## src/pkg/mpcs_params.svh

```systemverilog
// Constants of the MAC port clock select block: frequencies, offsets, fields, resets.
// Assumes the core clock SYS_CLK is the multiplied reference at 100 MHz.
`ifndef MPCS_PARAMS_SVH
`define MPCS_PARAMS_SVH

`define MPCS_NPORT          2
`define MPCS_NPHY           5
`define MPCS_SYS_KHZ        100000
`define MPCS_REF_KHZ        25000
`define MPCS_RMII_KHZ       50000
`define MPCS_RATE1000_KHZ   125000
`define MPCS_RATE100_KHZ    25000
`define MPCS_RATE10_KHZ     2500
`define MPCS_SYNC125_KHZ    125000

`define MPCS_OFS_OCLK       8'h00
`define MPCS_OFS_SPEED      8'h04
`define MPCS_OFS_STRAP      8'h08
`define MPCS_OFS_STAT       8'h0C

`define MPCS_OCLK_EN_BIT    0
`define MPCS_OCLK_125_BIT   1
`define MPCS_OCLK_SRC_LSB   2
`define MPCS_OCLK_RESET     5'h01
`define MPCS_SPEED_RESET    2'h0
`define MPCS_STRAP_STRIDE   8
`define MPCS_STAT_PARK_BIT  5
`define MPCS_STAT_SCLK_BIT  6
`define MPCS_STAT_TXC_LSB   8
`define MPCS_STAT_RXC_LSB   10

`endif

```

## src/pkg/mpcs_pkg.sv

```systemverilog
// Types of the MAC port clock select block.
// Assumes mpcs_params.svh is on the include path.
`include "mpcs_params.svh"

package mpcs_pkg;

    typedef enum logic [1:0] {MPCS_IF_MII, MPCS_IF_RMII, MPCS_IF_RGMII} mpcs_if_t;

    typedef struct packed {
        logic     rgmii_1000;
        logic     rmii_clk_mode;
        logic     mii_phy_role;
        mpcs_if_t if_type;
    } mpcs_strap_t;

    typedef struct packed {
        logic       source_hi;
        logic [1:0] source_lo;
        logic       sel_125;
        logic       enable;
    } mpcs_oclk_t;

    typedef enum logic {MPCS_SS_RUN, MPCS_SS_PARK} mpcs_sync_st_t;

    typedef struct packed {
        logic                               strap_taken;
        mpcs_strap_t [`MPCS_NPORT-1:0]      strap;
        logic [`MPCS_NPORT-1:0]             force10;
        mpcs_oclk_t                         oclk_req;
        mpcs_oclk_t                         oclk_act;
        mpcs_sync_st_t                      sst;
        logic [5:0]                         sdiv;
        logic                               sync_out;
        logic [5:0]                         refdiv;
        logic                               ref_out;
        logic [`MPCS_NPORT-1:0][5:0]        pdiv;
        logic [`MPCS_NPORT-1:0]             pclk;
        logic [`MPCS_NPORT-1:0]             rxc_o;
        logic [`MPCS_NPORT-1:0]             rxc_oe_n;
        logic [`MPCS_NPORT-1:0]             txc_o;
        logic [`MPCS_NPORT-1:0]             txc_oe_n;
        logic [`MPCS_NPORT-1:0]             rxc_in;
        logic [`MPCS_NPORT-1:0]             txc_in;
        logic                               sclk;
        logic [31:0]                        rdata;
    } mpcs_state_t;

endpackage

```

## src/verilog/mpcs_clock_select.sv

```systemverilog
// Clock source and pin direction control for the external MAC ports and the sync output.
// Assumes SYS_CLK is the internally multiplied reference at 100 MHz and all pin inputs are synchronous.
`timescale 1ns/1ps
`include "mpcs_params.svh"

module mpcs_clock_select
(
    // Clock and reset
    input  wire logic                                   SYS_CLK,
    input  wire logic                                   RESETN,
    // Register port
    input  wire logic [7:0]                             REG_ADDR,
    input  wire logic [31:0]                            REG_WDATA,
    input  wire logic                                   REG_WR,
    input  wire logic                                   REG_RD,
    output logic      [31:0]                            REG_RDATA,
    // Configuration straps
    input  wire mpcs_pkg::mpcs_strap_t [`MPCS_NPORT-1:0] STRAP,
    // MAC port clock pins
    input  wire logic [`MPCS_NPORT-1:0]                 PORT_RECEIVE_CLOCK_I,
    output logic      [`MPCS_NPORT-1:0]                 PORT_RECEIVE_CLOCK_O,
    output logic      [`MPCS_NPORT-1:0]                 PORT_RECEIVE_CLOCK_OE_N,
    input  wire logic [`MPCS_NPORT-1:0]                 PORT_TRANSMIT_CLOCK_I,
    output logic      [`MPCS_NPORT-1:0]                 PORT_TRANSMIT_CLOCK_O,
    output logic      [`MPCS_NPORT-1:0]                 PORT_TRANSMIT_CLOCK_OE_N,
    // PHY clocks and management clock
    input  wire logic [`MPCS_NPHY-1:0]                  PHY_RECOVERED_CLK,
    input  wire logic                                   SERIAL_MGMT_CLK,
    output logic                                        PHY_TX_REF_CLK,
    output logic                                        SYNC_ETH_CLOCK_OUT
);
    import mpcs_pkg::*;

    function automatic logic [5:0] mpcs_half(input int khz);
        int h;
        h = `MPCS_SYS_KHZ / (2 * khz);
        return (h < 1) ? 6'h01 : h[5:0];
    endfunction

    // Counter step: returns {toggle, next count}
    function automatic logic [6:0] mpcs_step(input logic [5:0] cnt, input logic [5:0] half);
        if (cnt + 6'h01 >= half)
            return {1'b1, 6'h00};
        return {1'b0, cnt + 6'h01};
    endfunction

    localparam logic [5:0] HALF_REF   = mpcs_half(`MPCS_REF_KHZ);
    localparam logic [5:0] HALF_RMII  = mpcs_half(`MPCS_RMII_KHZ);
    localparam logic [5:0] HALF_1000  = mpcs_half(`MPCS_RATE1000_KHZ);
    localparam logic [5:0] HALF_100   = mpcs_half(`MPCS_RATE100_KHZ);
    localparam logic [5:0] HALF_10    = mpcs_half(`MPCS_RATE10_KHZ);
    localparam logic [5:0] HALF_S125  = mpcs_half(`MPCS_SYNC125_KHZ);

    function automatic logic [5:0] mpcs_port_half(input mpcs_strap_t s, input logic f10);
        case (s.if_type)
            MPCS_IF_MII:   return f10 ? HALF_10 : HALF_100;
            MPCS_IF_RMII:  return HALF_RMII;
            MPCS_IF_RGMII: return f10 ? HALF_10 : (s.rgmii_1000 ? HALF_1000 : HALF_100);
            default:       return HALF_100;
        endcase
    endfunction

    function automatic logic [2:0] mpcs_src(input mpcs_oclk_t c);
        return {c.source_hi, c.source_lo};
    endfunction

    // Level of the selected recovered clock, low for the reference or an unused code
    function automatic logic mpcs_recov(input logic [2:0] src, input logic [`MPCS_NPHY-1:0] rc);
        if (src == 3'h0 || src > 3'(`MPCS_NPHY))
            return 1'b0;
        return rc[src - 3'h1];
    endfunction

    mpcs_state_t st_ff;
    mpcs_state_t nxt_st;

    always_comb
    begin
        logic [6:0] stp;
        logic [2:0] src;
        stp = '0;
        src = '0;
        nxt_st = st_ff;
        nxt_st.rdata = '0;
        // straps caught once, on the first edge after reset release
        if (!st_ff.strap_taken)
        begin
            nxt_st.strap = STRAP;
            nxt_st.strap_taken = 1'b1;
        end
        // management clock is only ever an input, seen as a level
        nxt_st.sclk = SERIAL_MGMT_CLK;
        nxt_st.rxc_in = PORT_RECEIVE_CLOCK_I;
        nxt_st.txc_in = PORT_TRANSMIT_CLOCK_I;
        if (REG_WR)
        begin
            case (REG_ADDR)
                `MPCS_OFS_OCLK:  nxt_st.oclk_req = REG_WDATA[4:0];
                // only software selects the 10 Mbps rate
                `MPCS_OFS_SPEED: nxt_st.force10 = REG_WDATA[`MPCS_NPORT-1:0];
                default:         nxt_st.oclk_req = st_ff.oclk_req;
            endcase
        end
        if (REG_RD)
        begin
            case (REG_ADDR)
                `MPCS_OFS_OCLK:  nxt_st.rdata[4:0] = st_ff.oclk_req;
                `MPCS_OFS_SPEED: nxt_st.rdata[`MPCS_NPORT-1:0] = st_ff.force10;
                `MPCS_OFS_STRAP:
                begin
                    for (int p = 0; p < `MPCS_NPORT; p++)
                        nxt_st.rdata[p*`MPCS_STRAP_STRIDE +: 5] = st_ff.strap[p];
                end
                `MPCS_OFS_STAT:
                begin
                    nxt_st.rdata[4:0] = st_ff.oclk_act;
                    nxt_st.rdata[`MPCS_STAT_PARK_BIT] = (st_ff.sst == MPCS_SS_PARK);
                    nxt_st.rdata[`MPCS_STAT_SCLK_BIT] = st_ff.sclk;
                    nxt_st.rdata[`MPCS_STAT_TXC_LSB +: `MPCS_NPORT] = st_ff.txc_in;
                    nxt_st.rdata[`MPCS_STAT_RXC_LSB +: `MPCS_NPORT] = st_ff.rxc_in;
                end
                default:         nxt_st.rdata = '0;
            endcase
        end
        // 25 MHz reference regenerated from the core clock for the PHY transmit paths
        stp = mpcs_step(st_ff.refdiv, HALF_REF);
        nxt_st.refdiv = stp[5:0];
        nxt_st.ref_out = st_ff.ref_out ^ stp[6];
        for (int p = 0; p < `MPCS_NPORT; p++)
        begin
            stp = mpcs_step(st_ff.pdiv[p], mpcs_port_half(st_ff.strap[p], st_ff.force10[p]));
            nxt_st.pdiv[p] = stp[5:0];
            nxt_st.pclk[p] = st_ff.pclk[p] ^ stp[6];
            nxt_st.rxc_oe_n[p] = 1'b1;
            nxt_st.txc_oe_n[p] = 1'b1;
            if (st_ff.strap_taken)
            begin
                case (st_ff.strap[p].if_type)
                    // PHY role drives both clocks, MAC role takes both in
                    MPCS_IF_MII:
                    begin
                        nxt_st.rxc_oe_n[p] = !st_ff.strap[p].mii_phy_role;
                        nxt_st.txc_oe_n[p] = !st_ff.strap[p].mii_phy_role;
                    end
                    // one 50 MHz reference, driven out only in clock mode
                    MPCS_IF_RMII: nxt_st.rxc_oe_n[p] = !st_ff.strap[p].rmii_clk_mode;
                    // receive clock out, transmit clock in
                    MPCS_IF_RGMII: nxt_st.rxc_oe_n[p] = 1'b0;
                    default:       nxt_st.rxc_oe_n[p] = 1'b1;
                endcase
            end
            nxt_st.rxc_o[p] = !nxt_st.rxc_oe_n[p] & nxt_st.pclk[p];
            nxt_st.txc_o[p] = !nxt_st.txc_oe_n[p] & nxt_st.pclk[p];
        end
        // new settings are taken only while the output is low, so no high phase is cut
        src = mpcs_src(st_ff.oclk_act);
        case (st_ff.sst)
            MPCS_SS_RUN:
            begin
                if (st_ff.oclk_req != st_ff.oclk_act && !st_ff.sync_out)
                begin
                    nxt_st.oclk_act = st_ff.oclk_req;
                    nxt_st.sdiv = '0;
                    nxt_st.sst = MPCS_SS_PARK;
                end
                else if (!st_ff.oclk_act.enable)
                    nxt_st.sync_out = 1'b0;
                else if (src == 3'h0)
                begin
                    stp = mpcs_step(st_ff.sdiv, st_ff.oclk_act.sel_125 ? HALF_S125 : HALF_REF);
                    nxt_st.sdiv = stp[5:0];
                    nxt_st.sync_out = st_ff.sync_out ^ stp[6];
                end
                else
                    nxt_st.sync_out = mpcs_recov(src, PHY_RECOVERED_CLK);
            end
            MPCS_SS_PARK:
            begin
                // Waiting for a low recovered clock keeps the first pulse whole
                nxt_st.sync_out = 1'b0;
                if (!mpcs_recov(src, PHY_RECOVERED_CLK))
                    nxt_st.sst = MPCS_SS_RUN;
            end
            default: nxt_st.sst = MPCS_SS_RUN;
        endcase
    end

    always_ff @(posedge SYS_CLK or negedge RESETN)
    begin
        if (!RESETN)
        begin
            st_ff <= '0;
            st_ff.oclk_req <= `MPCS_OCLK_RESET;
            st_ff.oclk_act <= `MPCS_OCLK_RESET;
            st_ff.force10 <= `MPCS_SPEED_RESET;
            st_ff.rxc_oe_n <= '1;
            st_ff.txc_oe_n <= '1;
        end
        else
            st_ff <= nxt_st;
    end

    assign REG_RDATA                = st_ff.rdata;
    assign PORT_RECEIVE_CLOCK_O     = st_ff.rxc_o;
    assign PORT_RECEIVE_CLOCK_OE_N  = st_ff.rxc_oe_n;
    assign PORT_TRANSMIT_CLOCK_O    = st_ff.txc_o;
    assign PORT_TRANSMIT_CLOCK_OE_N = st_ff.txc_oe_n;
    assign PHY_TX_REF_CLK           = st_ff.ref_out;
    assign SYNC_ETH_CLOCK_OUT       = st_ff.sync_out;
endmodule // mpcs_clock_select

```

## config.mk

```make
export PLATFORM = sky130hd
export DESIGN_NAME = mpcs_clock_select
export DESIGN_NICKNAME = d
export VERILOG_FILES = /design/src/pkg/mpcs_pkg.sv /design/src/verilog/mpcs_clock_select.sv
export VERILOG_INCLUDE_DIRS = /design/src /design/src/pkg
export SDC_FILE = /design/constraint.sdc
export NUM_CORES = 1
export LEC_CHECK = 0
export ABC_CLOCK_PERIOD_IN_PS = 4400
export BUFFER_PORTS_ARGS = -buffer_cell sky130_fd_sc_hd__buf_2
export CORE_MARGIN = 2
export CORE_UTILIZATION = 25
export DETAILED_ROUTE_END_ITERATION = 16
export GPL_TIMING_DRIVEN = 0
export SYNTH_ARGS = -nofsm -noshare
export SYNTH_HDL_FRONTEND = slang
export SYNTH_SLANG_ARGS = --single-unit
```

## constraint.sdc

```tcl
create_clock -name SYS_CLK -period 4.4 [get_ports SYS_CLK]
set_clock_uncertainty 0.15 [all_clocks]
set_input_delay 0.44 -clock SYS_CLK [delete_from_list [all_inputs] [get_ports SYS_CLK]]
set_output_delay 0.44 -clock SYS_CLK [all_outputs]
set_load 0.01 [all_outputs]
```

==> impl_metrics.json, run 1 <==
{
  "die_area_sq_mm": 0.01630,
  "slew_violations": 0,
  "post_cts_buffers": 0,
  "antenna_found_initial": 0,
  "viasPerCell": 4.275,
  "fin_area_sq_mm": 0.004792,
  "syn_area_sq_mm": 0.003824,
  "pwr-share-seq": 0.392,
  "worst_ir_drop_vdd_mv": 0.1993,
  "cp_max_fo": 6,
  "synth_edf_count": 0,
  "rows": 45,
  "setup_viol": 0,
  "min-delay-start": "PORT_TRANSMIT_CLOCK_I[0]",
  "final_common_cell": "dfrtp_1",
  "synth.distinct_cells": 46,
  "synth_warnings": 0,
  "clkLatencyLatePin_ns": 0.33,
  "netlist_instances": 332,
  "status": "complete, no violations",
  "drive_above_1_share": 0.3441,
  "grt_pass1_wl_um": 13010,
  "core_area_sq_mm": 0.01509,
  "wl_per_cell_um": 12.35,
  "nNetsFinal": 510,
  "cts_resized": 0,
  "crit_arrival_ns": 2.61,
  "max_slew_margin": 0.5112,
  "grt_pass1_vias": 2661,
  "rsz0062_at_grt": "false",
  "switchingPower_mw": 0.7052,
  "portBuffers": 57,
  "die-height_um": 127.7,
  "cpPeakStageDelay_ns": 0.55,
  "finalCritPeriodShare": 0.5718,
  "start_util": 0.2534,
  "intPower_mw": 1.553,
  "cpMaxStageDelayCell": "o31ai_1",
  "worst_slew_pin_slew_ns": 0.7265,
  "drc_errors": 0,
  "reg2reg_from": "st_ff[47]$_DFF_PN0_",
  "first_iter_violations": 103,
  "ctsHoldBuffers": 1,
  "post-route-min-period_ns": 2.516,
  "gp_congestion": 0.7468,
  "cts_buffers": 9,
  "path_clk_slew_ns": 0.06,
  "startpoint": "st_ff[47]$_DFF_PN0_",
  "die_w_um": 127.7,
  "cts_buffer_depth": 2,
  "cap_violations": 0,
  "ys_seq_area_frac": 0.5059,
  "diodes": 0,
  "place_hpwl_um": 5944,
  "io_pins": 106,
  "p_leak_nw": 2.425,
  "synth.avg_cell_area_sq_um": 11.52,
  "worstSetupStartpointType": "flop",
  "required_ns": 4.49,
  "crit_chain": "ha_1 -> ha_1 -> o21ai_0 -> a21oi_1 -> o31ai_1 -> a21oi_1 -> nor3b_1",
  "drtAntennaViolNets": 0,
  "clock_sinks": 77,
  "synth_flop_cell": "dfrtp_1",
  "tns_ns": 0,
  "min_path_type": "in -> reg",
  "track_usage": 0.1009,
  "pwr-share-clk": 0.337,
  "power_density_mw_per_mm2": 471.3,
  "dr.pass1.iters": 4,
  "area_growth_syn_to_layout_pct": 25.33,
  "cts_root_buf": "clkbuf_16",
  "grt-ovfl-total": 0,
  "vias": 2655,
  "power_frac_comb": 0.271,
  "place_area_sq_mm": 0.004472,
  "drt-total-wl_um": 7667,
  "stdcell_count": 621,
  "synth_seq_cells": 77,
  "cts_tree": "built",
  "htreeDepth": 3,
  "grt_max_degree": 64,
  "place_inst": 604,
  "mostFrequentLayoutCells": "71 x dfrtp_1, 57 x buf_2, 41 x buf_4, 28 x conb_1, 19 x nor2_1",
  "clock.fmax_mhz": 397.5,
  "critPathKind": "reg -> reg",
  "end_kind": "flop",
  "switching_share": 0.3122,
  "async_flop_share": 1.000,
  "finalHoldViolations": 0,
  "whs_ns": 0.05676
}
==> critical path, delay by kind of cell, from the launching register on <==
kind	cells	cell delay, ns
compound gates	4	0.99
fa+ha+maj	2	0.62
flops	1	0.43
simple gates	1	0.24
==> state kept, by name, indices dropped and copies added, names as in the netlist <==
signal	cells
PORT_TRANSMIT_CLOCK_OE_N	2
PORT_RECEIVE_CLOCK_OE_N	2
st_ff	55
REG_RDATA	12
PORT_TRANSMIT_CLOCK_O	2
PHY_TX_REF_CLK	1
PORT_RECEIVE_CLOCK_O	2
SYNC_ETH_CLOCK_OUT	1
==> final timing paths <==
path	cells after the start	endpoint	slack (ns)
setup / recovery	7	PORT_RECEIVE_CLOCK_O[0]$_DFF_PN0_	1.88
hold / removal	1	st_ff[33]$_DFF_PN0_	0.06
setup reg to reg	7	PORT_RECEIVE_CLOCK_O[0]$_DFF_PN0_	1.88
hold reg to reg	1	PHY_TX_REF_CLK$_DFF_PN0_	0.32
max in group asynchronous	3	PORT_TRANSMIT_CLOCK_OE_N[0]$_DFF_PN1_	3.15
min in group asynchronous	2	st_ff[91]$_DFFE_PN0N_	0.35
==> synth_stat cells, types with 2 or more instances <==
master,instances,share of area
dfrtp_1,71,0.46
buf_4,40,0.079
nor2_1,19,0.019
ha_1,18,0.059
mux2_2,18,0.053
nand2_1,14,0.014
nand3_1,13,0.017
o21ai_0,12,0.016
nor3b_1,11,0.022
inv_1,10,0.0098
mux2i_1,8,0.021
xor2_1,8,0.018
and3_1,7,0.011
nand2b_1,7,0.011
xnor2_1,7,0.016
a31oi_1,6,0.0098
dfstp_2,6,0.041
a21oi_1,5,0.0065
nor3_1,5,0.0065
and2_2,4,0.0079
o31ai_1,4,0.0079
nor2b_1,3,0.0049
o21a_1,3,0.0059
or3_1,3,0.0049
a211oi_1,2,0.0039
and2_1,2,0.0033
and4_1,2,0.0046
clkbuf_1,2,0.0020
conb_1,2,0.0020
mux4_2,2,0.012
nor4b_1,2,0.0046
o311ai_0,2,0.0046
==> area by class of cell <==
cell class	count	area (sq um)
flip-flops and latches	77	1934
clock buffers	11	252.7
plain buffers	44	316.6
well taps	188	235.2
fillers	1537	10300
clock inverters	5	57.56
repair buffers	59	325.3
multi-input cells	227	1633
inverters	10	37.54
==> layer usage <==
layer  share of wire  track usage
met5               0            0
met4           0.014      0.04008
met3           0.056      0.03172
met2            0.49       0.1626
met1            0.44       0.1265
==> logic make-up (layout without fill, tap and decap cells) <==
logic type      Yosys count  in the layout  synth area share
buf+inv                  54            129           0.09260
fa+ha+maj                18             18           0.05890
simple gates             98             98            0.1433
mux                      29             29           0.09260
flops                    77             77            0.5059
compound gates           39             39           0.07036
xor+xnor                 15             15           0.03436
other cells               2             28          0.001964
==> power groups by stage <==
stage	logic, mW	clock network, mW	registers (mW)
after CTS	0.622	0.779	0.887
after global placement	0.602	0	0.895
after floorplan	0.474	0	0.875
after global routing	0.708	0.810	0.901
after detailed placement	0.621	0	0.899
final	0.612	0.761	0.886
==> metrics by stage <==
step / setup slack (ns) / utilization / power, mW
detailed placement: 1.860 / 0.2964 / 1.520
floorplan: 2.200 / - / 1.350
global route: 1.590 / 0.3176 / 2.418
finish: 1.884 / 0.3176 / 2.258
global placement: 1.929 / 0.2944 / 1.496
CTS: 1.846 / 0.3176 / 2.288
Power figures use the tool's default switching activity.
==> run 2, diff against run 1 <==
--- a/config.mk
+++ b/config.mk
@@ -6,7 +6,8 @@
 export SDC_FILE = /design/constraint.sdc
 export NUM_CORES = 1
 export LEC_CHECK = 0
-export ABC_CLOCK_PERIOD_IN_PS = 4400
+export ABC_AREA = 1
+export ABC_CLOCK_PERIOD_IN_PS = 2200
 export BUFFER_PORTS_ARGS = -buffer_cell sky130_fd_sc_hd__buf_2
 export CORE_MARGIN = 2
 export CORE_UTILIZATION = 25
==> constraint.sdc (replaced) <==
create_clock -name SYS_CLK -period 2.2 [get_ports SYS_CLK]
set_clock_uncertainty 0.15 [all_clocks]
set_input_delay 0.22 -clock SYS_CLK [delete_from_list [all_inputs] [get_ports SYS_CLK]]
set_output_delay 0.22 -clock SYS_CLK [all_outputs]
set_load 0.01 [all_outputs]
==> run 2 against run 1 <==
Net effect: die area is 3.8% higher; first-iteration DRC count is 50% higher; synthesized cell count is 45% higher; flip-flop and latch count stayed put; total power is 100% higher; critical path type unchanged; sequential power is 98% higher; final cell count is 32% higher; critical endpoint is now PORT_TRANSMIT_CLOCK_O[0]$_DFF_PN0_.
==> impl_metrics.json, run 2 <==
{
  "rows": 46,
  "drc_errors": 0,
  "cp_max_fo": 6,
  "critPathKind": "reg -> reg",
  "cts_buffer_depth": 2,
  "top_register": "st_ff",
  "htreeDepth": 3,
  "required_ns": 2.32,
  "largest_reg_flops": 55,
  "status": "complete, no violations",
  "post-route-min-period_ns": 1.984,
  "clock_sinks": 77,
  "intPower_mw": 3.046,
  "synth_seq_cells": 77,
  "portBuffers": 58,
  "whs_ns": 0.005921,
  "viasPerCell": 3.881,
  "netlist_top_cells_area": "dfrtp_1 45%, nand2_1 12%, buf_4 7.6%, inv_1 6.1%, ha_1 5.7%",
  "drive_above_1_share": 0.2342,
  "slew_violations": 0,
  "setup_ws_ns": 0.2161,
  "antenna_found_initial": 0,
  "finalPower_mw": 4.507,
  "crit_chain": "ha_1 -> nand2_1 -> inv_1 -> nand2_1 -> xor2_1 -> ha_1 -> inv_1 -> nand2_1 -> nor2_1 -> nand2_2 -> nand2_1 -> nand2_1 -> nor2_1",
  "dr.pass1.iters": 4,
  "track_usage": 0.1082,
  "drt-total-wl_um": 8442,
  "power_density_mw_per_mm2": 866.5,
  "mostFrequentLayoutCells": "122 x nand2_1, 68 x dfrtp_1, 64 x inv_1, 58 x buf_2, 54 x nor2_1",
  "clkLatencyLatePin_ns": 0.34,
  "place_hpwl_um": 6405,
  "netlist_instances": 481,
  "diodes": 0,
  "pwr-share-clk": 0.339,
  "pwr-share-seq": 0.388,
  "cts_tree": "built",
  "grt_pass1_wl_um": 14000,
  "drtAntennaViolNets": 0,
  "cpMaxStageDelayCell": "dfrtp_1",
  "synth_flop_cell": "dfrtp_1",
  "synth_top_cell_by_area": "dfrtp_1",
  "use_met3": 0.02091,
  "die-height_um": 130.1,
  "worst_ir_drop_vdd_mv": 0.3789,
  "io_pins": 106,
  "die_area_sq_mm": 0.01692,
  "tns_ns": 0,
  "wl_per_cell_um": 10.32,
  "synth_most_common_cell": "nand2_1",
  "syn_area_sq_mm": 0.003974,
  "synth_warnings": 0,
  "finalCritPeriodShare": 0.9018,
  "synth.distinct_cells": 33,
  "switchingPower_mw": 1.462,
  "place_ws_ns": 0.08264,
  "switching_share": 0.3243,
  "grt-ovfl-total": 0,
  "nNetsFinal": 679,
  "crit_arrival_ns": 2.11,
  "synth_top_area_frac": 0.4471,
  "start_util": 0.2529,
  "grt.busiest_layer": "met2",
  "use_met1": 0.1367,
  "path_common_cell": "nand2_1",
  "vias": 3175,
  "cap_violations": 0,
  "cpPeakStageDelay_ns": 0.41,
  "first_iter_violations": 155,
  "cts_buffers": 9,
  "clock.fmax_mhz": 504.1,
  "synth_edf_count": 0,
  "grt_pass1_vias": 3002,
  "synth.avg_cell_area_sq_um": 8.262,
  "p_leak_nw": 2.759,
  "cts_root_buf": "clkbuf_16",
  "async_flop_share": 1.000,
  "finalHoldViolations": 0,
  "synth_common_cells": "123 x nand2_1, 71 x dfrtp_1, 65 x inv_1",
  "setup_viol": 0,
  "area_growth_syn_to_layout_pct": 30.89,
  "grt_max_degree": 48,
  "die_w_um": 130.1,
  "final_common_cell": "nand2_1",
  "min_path_type": "in -> reg",
  "power_frac_comb": 0.273,
  "core_area_sq_mm": 0.01571,
  "path_clk_slew_ns": 0.06,
  "worstSetupStartpointType": "flop",
  "ys_seq_area_frac": 0.4868,
  "gp_congestion": 0.7733,
  "gr-usage-met2": 0.1759,
  "end_kind": "flop"
}
## run 2: cell types whose count changed after synthesis, moves of 5 or more
cell,delta
nor3b_1,-11
inv_1,+55
mux2i_1,-8
nor2_1,+35
o21ai_0,+14
nand4_1,+7
a31oi_1,-5
xnor2_1,-6
nand2_1,+109
and3_1,-7
mux2_2,-18
nand3_1,+18
xor2_1,-5
nand2b_1,-7
## run 2: cell families after synthesis
group / share of synthesized area
xor gates and xnor gates: 0.008818
and+or+nand+nor: 0.2541
AOI/OAI and AO/OA: 0.04943
adders and majority gates: 0.05668
buffers and inverters: 0.1423
other: 0.001890
DFF: 0.4868
## run 2: worst paths after layout
path | from | endpoint | slack [ns] | cells after the start
worst max register to register | st_ff[47]$_DFF_PN0_ | PORT_TRANSMIT_CLOCK_O[0]$_DFF_PN0_ | 0.22 | 13
min in group asynchronous | RESETN | st_ff[51]$_DFF_PN0_ | 0.22 | 2
worst min register to register | st_ff[36]$_DFF_PN0_ | REG_RDATA[11]$_DFF_PN0_ | 0.31 | 2
worst min-delay path | REG_WDATA[1] | st_ff[85]$_DFFE_PN0P_ | 0.006 | 3
worst max-delay path | st_ff[47]$_DFF_PN0_ | PORT_TRANSMIT_CLOCK_O[0]$_DFF_PN0_ | 0.22 | 13
max in group asynchronous | RESETN | PORT_TRANSMIT_CLOCK_OE_N[1]$_DFF_PN1_ | 1.05 | 3
## run 2: layout make-up
class / instances / area (sq um)
sequential: 77 / 1938
fill: 1636 / 10510
clock buffer: 13 / 270.3
multi-input combinational: 320 / 1590
buffer: 42 / 309.0
timing repair buffer: 80 / 528.0
tap: 216 / 270.3
inverter: 67 / 252.7
clock inverter: 3 / 42.54
## run 2: repair_timing
item | 4_1_cts | 5_1_grt
hold endpoints to repair | 47 | 0
hold buffers | 20 | 0
setup buffers | 0 | 1
setup endpoints to repair | 0 | 8
gates resized for setup | 0 | 8
## run 2: power by group through the flow
stage	clock (mW)	sequential [mW]	combinational, mW
after floorplan	0	1.73	0.896
after global placement	0	1.77	1.16
after detailed placement	0	1.77	1.18
after CTS	1.57	1.75	1.22
after global routing	1.65	1.78	1.45
final	1.53	1.75	1.23
## run 2: per-stage QoR
step | std cells | util | area, sq um
after global routing | 818 | 0.3310 | 5201
after global placement | 781 | 0.2948 | 4632
after detailed placement | 782 | 0.2967 | 4662
after floorplan | 507 | - | 4071
final | 818 | 0.3310 | 5201
after CTS | 818 | 0.3294 | 5175
## run 2: layer usage
| layer | vias to the layer above | share of wire | wire length [um] |
|---|---|---|---|
| met5 | - | 0 | 0 |
| met4 | 0 | 0.024 | 202 |
| met3 | 13 | 0.034 | 286 |
| met2 | 54 | 0.48 | 4074 |
| met1 | 1440 | 0.46 | 3879 |
| li1 | 1668 | - | - |
## run 2: worst max-delay path: cells and delay by family (launching register included)
kind / cells / cell delay [ns]
flip-flops: 1 / 0.41
XOR/XNOR: 1 / 0.15
buffers and inverters: 2 / 0.14
adder cells (fa/ha/maj): 2 / 0.38
AND/OR/NAND/NOR: 8 / 0.65
==> run 3, diff against run 2 <==
--- a/config.mk
+++ b/config.mk
@@ -7,7 +7,7 @@
 export NUM_CORES = 1
 export LEC_CHECK = 0
 export ABC_AREA = 1
-export ABC_CLOCK_PERIOD_IN_PS = 2200
+export ABC_CLOCK_PERIOD_IN_PS = 1800
 export BUFFER_PORTS_ARGS = -buffer_cell sky130_fd_sc_hd__buf_2
 export CORE_MARGIN = 2
 export CORE_UTILIZATION = 25
==> constraint.sdc (replaced) <==
create_clock -name SYS_CLK -period 1.8 [get_ports SYS_CLK]
set_clock_uncertainty 0.15 [all_clocks]
set_input_delay 0.18 -clock SYS_CLK [delete_from_list [all_inputs] [get_ports SYS_CLK]]
set_output_delay 0.18 -clock SYS_CLK [all_outputs]
set_load 0.01 [all_outputs]
==> run 3 against run 2 <==
Net effect: the flow now finishes with violations (negative setup slack); fmax is 3.1% higher; clock-buffer cell count is 2 lower; total power up 31%; wire length increased by 8.0%; critical path depth is 1 lower; die area unchanged; design area is 8.4% higher; sequential power is 22% higher; non-clock buffer count is 29 higher; flip-flop and latch count unchanged; final cell count rose by 3.5%; register-to-register slack got worse by 0.34 ns; critical endpoint is now PORT_RECEIVE_CLOCK_O[1]$_DFF_PN0_; highest routed layer unchanged.
==> impl_metrics.json, run 3 (synthesized netlist as in run 2, its figures left out) <==
{
  "status": "finished with violations",
  "failed_checks": "negative setup slack",
  "worstSetupStartpointType": "flop",
  "rsz0062_at_grt": "true",
  "largest_reg_flops": 55,
  "place_inst": 782,
  "first_iter_violations": 181,
  "use_met3": 0.03362,
  "die_w_um": 130.1,
  "crit_chain": "ha_4 -> nand2_2 -> inv_2 -> nand2_2 -> xor2_2 -> ha_2 -> inv_2 -> nand2_2 -> nor2_4 -> nand3_4 -> nand2_8 -> nor2_4",
  "gr-usage-met2": 0.1845,
  "drive_above_1_share": 0.3360,
  "rows": 46,
  "grt-ovfl-total": 0,
  "cpMaxStageDelayCell": "dfrtp_2",
  "use_met1": 0.1343,
  "clock.fmax_mhz": 519.6,
  "reg2reg_depth": 12,
  "wl_per_cell_um": 10.77,
  "grt_pass1_vias": 3085,
  "required_ns": 1.87,
  "cts_root_buf": "clkbuf_16",
  "power_density_mw_per_mm2": 1044,
  "critPathKind": "reg -> reg",
  "clkLatencyLatePin_ns": 0.34,
  "top_register": "st_ff",
  "drc_errors": 0,
  "whs_path_depth": 3,
  "portBuffers": 58,
  "setup_viol": 15,
  "fin_area_sq_mm": 0.005640,
  "grt.busiest_layer": "met2",
  "slew_violations": 0,
  "end_kind": "flop",
  "area_growth_syn_to_layout_pct": 41.94,
  "path_common_cell": "nand2_2",
  "place_hpwl_um": 6333,
  "cts_buffers": 9,
  "cts_buffer_depth": 2,
  "grt_max_degree": 58,
  "core_area_sq_mm": 0.01571,
  "diodes": 0,
  "cts_tree": "built",
  "finalCritPeriodShare": 1.069,
  "crit_arrival_ns": 1.99,
  "final_common_cell": "nand2_1",
  "setup_ws_ns": -0.1246,
  "path_clk_slew_ns": 0.05,
  "nNetsFinal": 708,
  "place_area_sq_mm": 0.004674,
  "clock_sinks": 77,
  "worst-path-stages": 12,
  "cpPeakStageDelay_ns": 0.39,
  "dr.pass1.iters": 4,
  "start_util": 0.2529,
  "die-height_um": 130.1,
  "vias": 3368,
  "drtAntennaViolNets": 0,
  "io_pins": 106,
  "mostFrequentLayoutCells": "108 x nand2_1, 67 x buf_4, 66 x dfrtp_1, 59 x inv_1, 58 x buf_2",
  "worst-path-buf-inv": 2,
  "htreeDepth": 3,
  "grt_pass1_wl_um": 14400,
  "cp_max_fo": 3,
  "die_area_sq_mm": 0.01692,
  "worst_ir_drop_vdd_mv": 0.4938,
  "track_usage": 0.1126,
  "fillers": 1618,
  "cap_violations": 0,
  "gp_congestion": 0.7735,
  "drt-total-wl_um": 9118,
  "post-route-min-period_ns": 1.925,
  "finalHoldViolations": 0,
  "antenna_found_initial": 0,
  "crit_family": "simple AND/OR/NAND/NOR gates",
  "p_leak_nw": 2.918,
  "stdcell_count": 847,
  "min_path_type": "in -> reg",
  "viasPerCell": 3.976
}
## run 3: worst min-delay path: cells and delay by family
| kind | cells | cell delay (ns) |
|---|---|---|
| buffers and inverters | 1 | 0.12 |
| AOI/OAI and AO/OA | 1 | 0.08 |
| and+or+nand+nor | 1 | 0.11 |
## run 3: area by class of cell
class	count	area (sq um)	area share
sequential	77	1941	0.3441
multi-input combinational	320	1839	0.3261
timing repair buffer	109	765.7	0.1358
buffer	42	309.0	0.05479
tap	216	270.3	0.04791
inverter	67	255.2	0.04525
clock buffer	11	232.7	0.04126
clock inverter	5	27.53	0.004880
## run 3: final timing paths
path                       slack [ns]           startpoint                                    to
max in group asynchronous        0.74               RESETN  PORT_RECEIVE_CLOCK_OE_N[1]$_DFF_PN1_
hold / removal                   0.04               REG_WR                 st_ff[84]$_DFFE_PN0P_
min in group asynchronous        0.12               RESETN                   st_ff[51]$_DFF_PN0_
setup reg to reg                -0.12  st_ff[53]$_DFF_PN0_     PORT_RECEIVE_CLOCK_O[1]$_DFF_PN0_
hold reg to reg                  0.30  st_ff[36]$_DFF_PN0_               REG_RDATA[11]$_DFF_PN0_
setup / recovery                -0.12  st_ff[53]$_DFF_PN0_     PORT_RECEIVE_CLOCK_O[1]$_DFF_PN0_
## run 3: power breakdown
part / internal, mW / switching [mW] / total (mW)
Clock: 0.922 / 0.673 / 1.60
Sequential: 1.95 / 0.194 / 2.14
Combinational: 0.900 / 1.25 / 2.15
## run 3: per-layer routing
metal / vias up / share of wire
met4: 0 / 0.027
met3: 15 / 0.043
met2: 69 / 0.48
met5: - / 0
li1: 1728 / -
met1: 1556 / 0.45
## run 3: through the flow
step	setup TNS [ns]	hold slack (ns)	power [mW]	worst slack, ns	utilization
floorplan	-0.1101	-0.2656	3.235	-0.04806	-
global placement	-15.23	0.1483	3.608	-0.3335	0.2956
detailed placement	-3.095	-0.05444	3.643	-0.3398	0.2975
CTS	-0.7640	0.02315	5.696	-0.08008	0.3468
global route	-3.285	0.04785	6.336	-0.2390	0.3590
finish	-1.377	0.04383	5.891	-0.1246	0.3590
## run 3: what timing repair did
item	4_1_cts	5_1_grt
hold buffers	23	0
resized for setup	37	33
endpoints found under the hold margin	97	0
pin swaps	15	15
buffers inserted	21	7
endpoints found under the setup margin	19	20
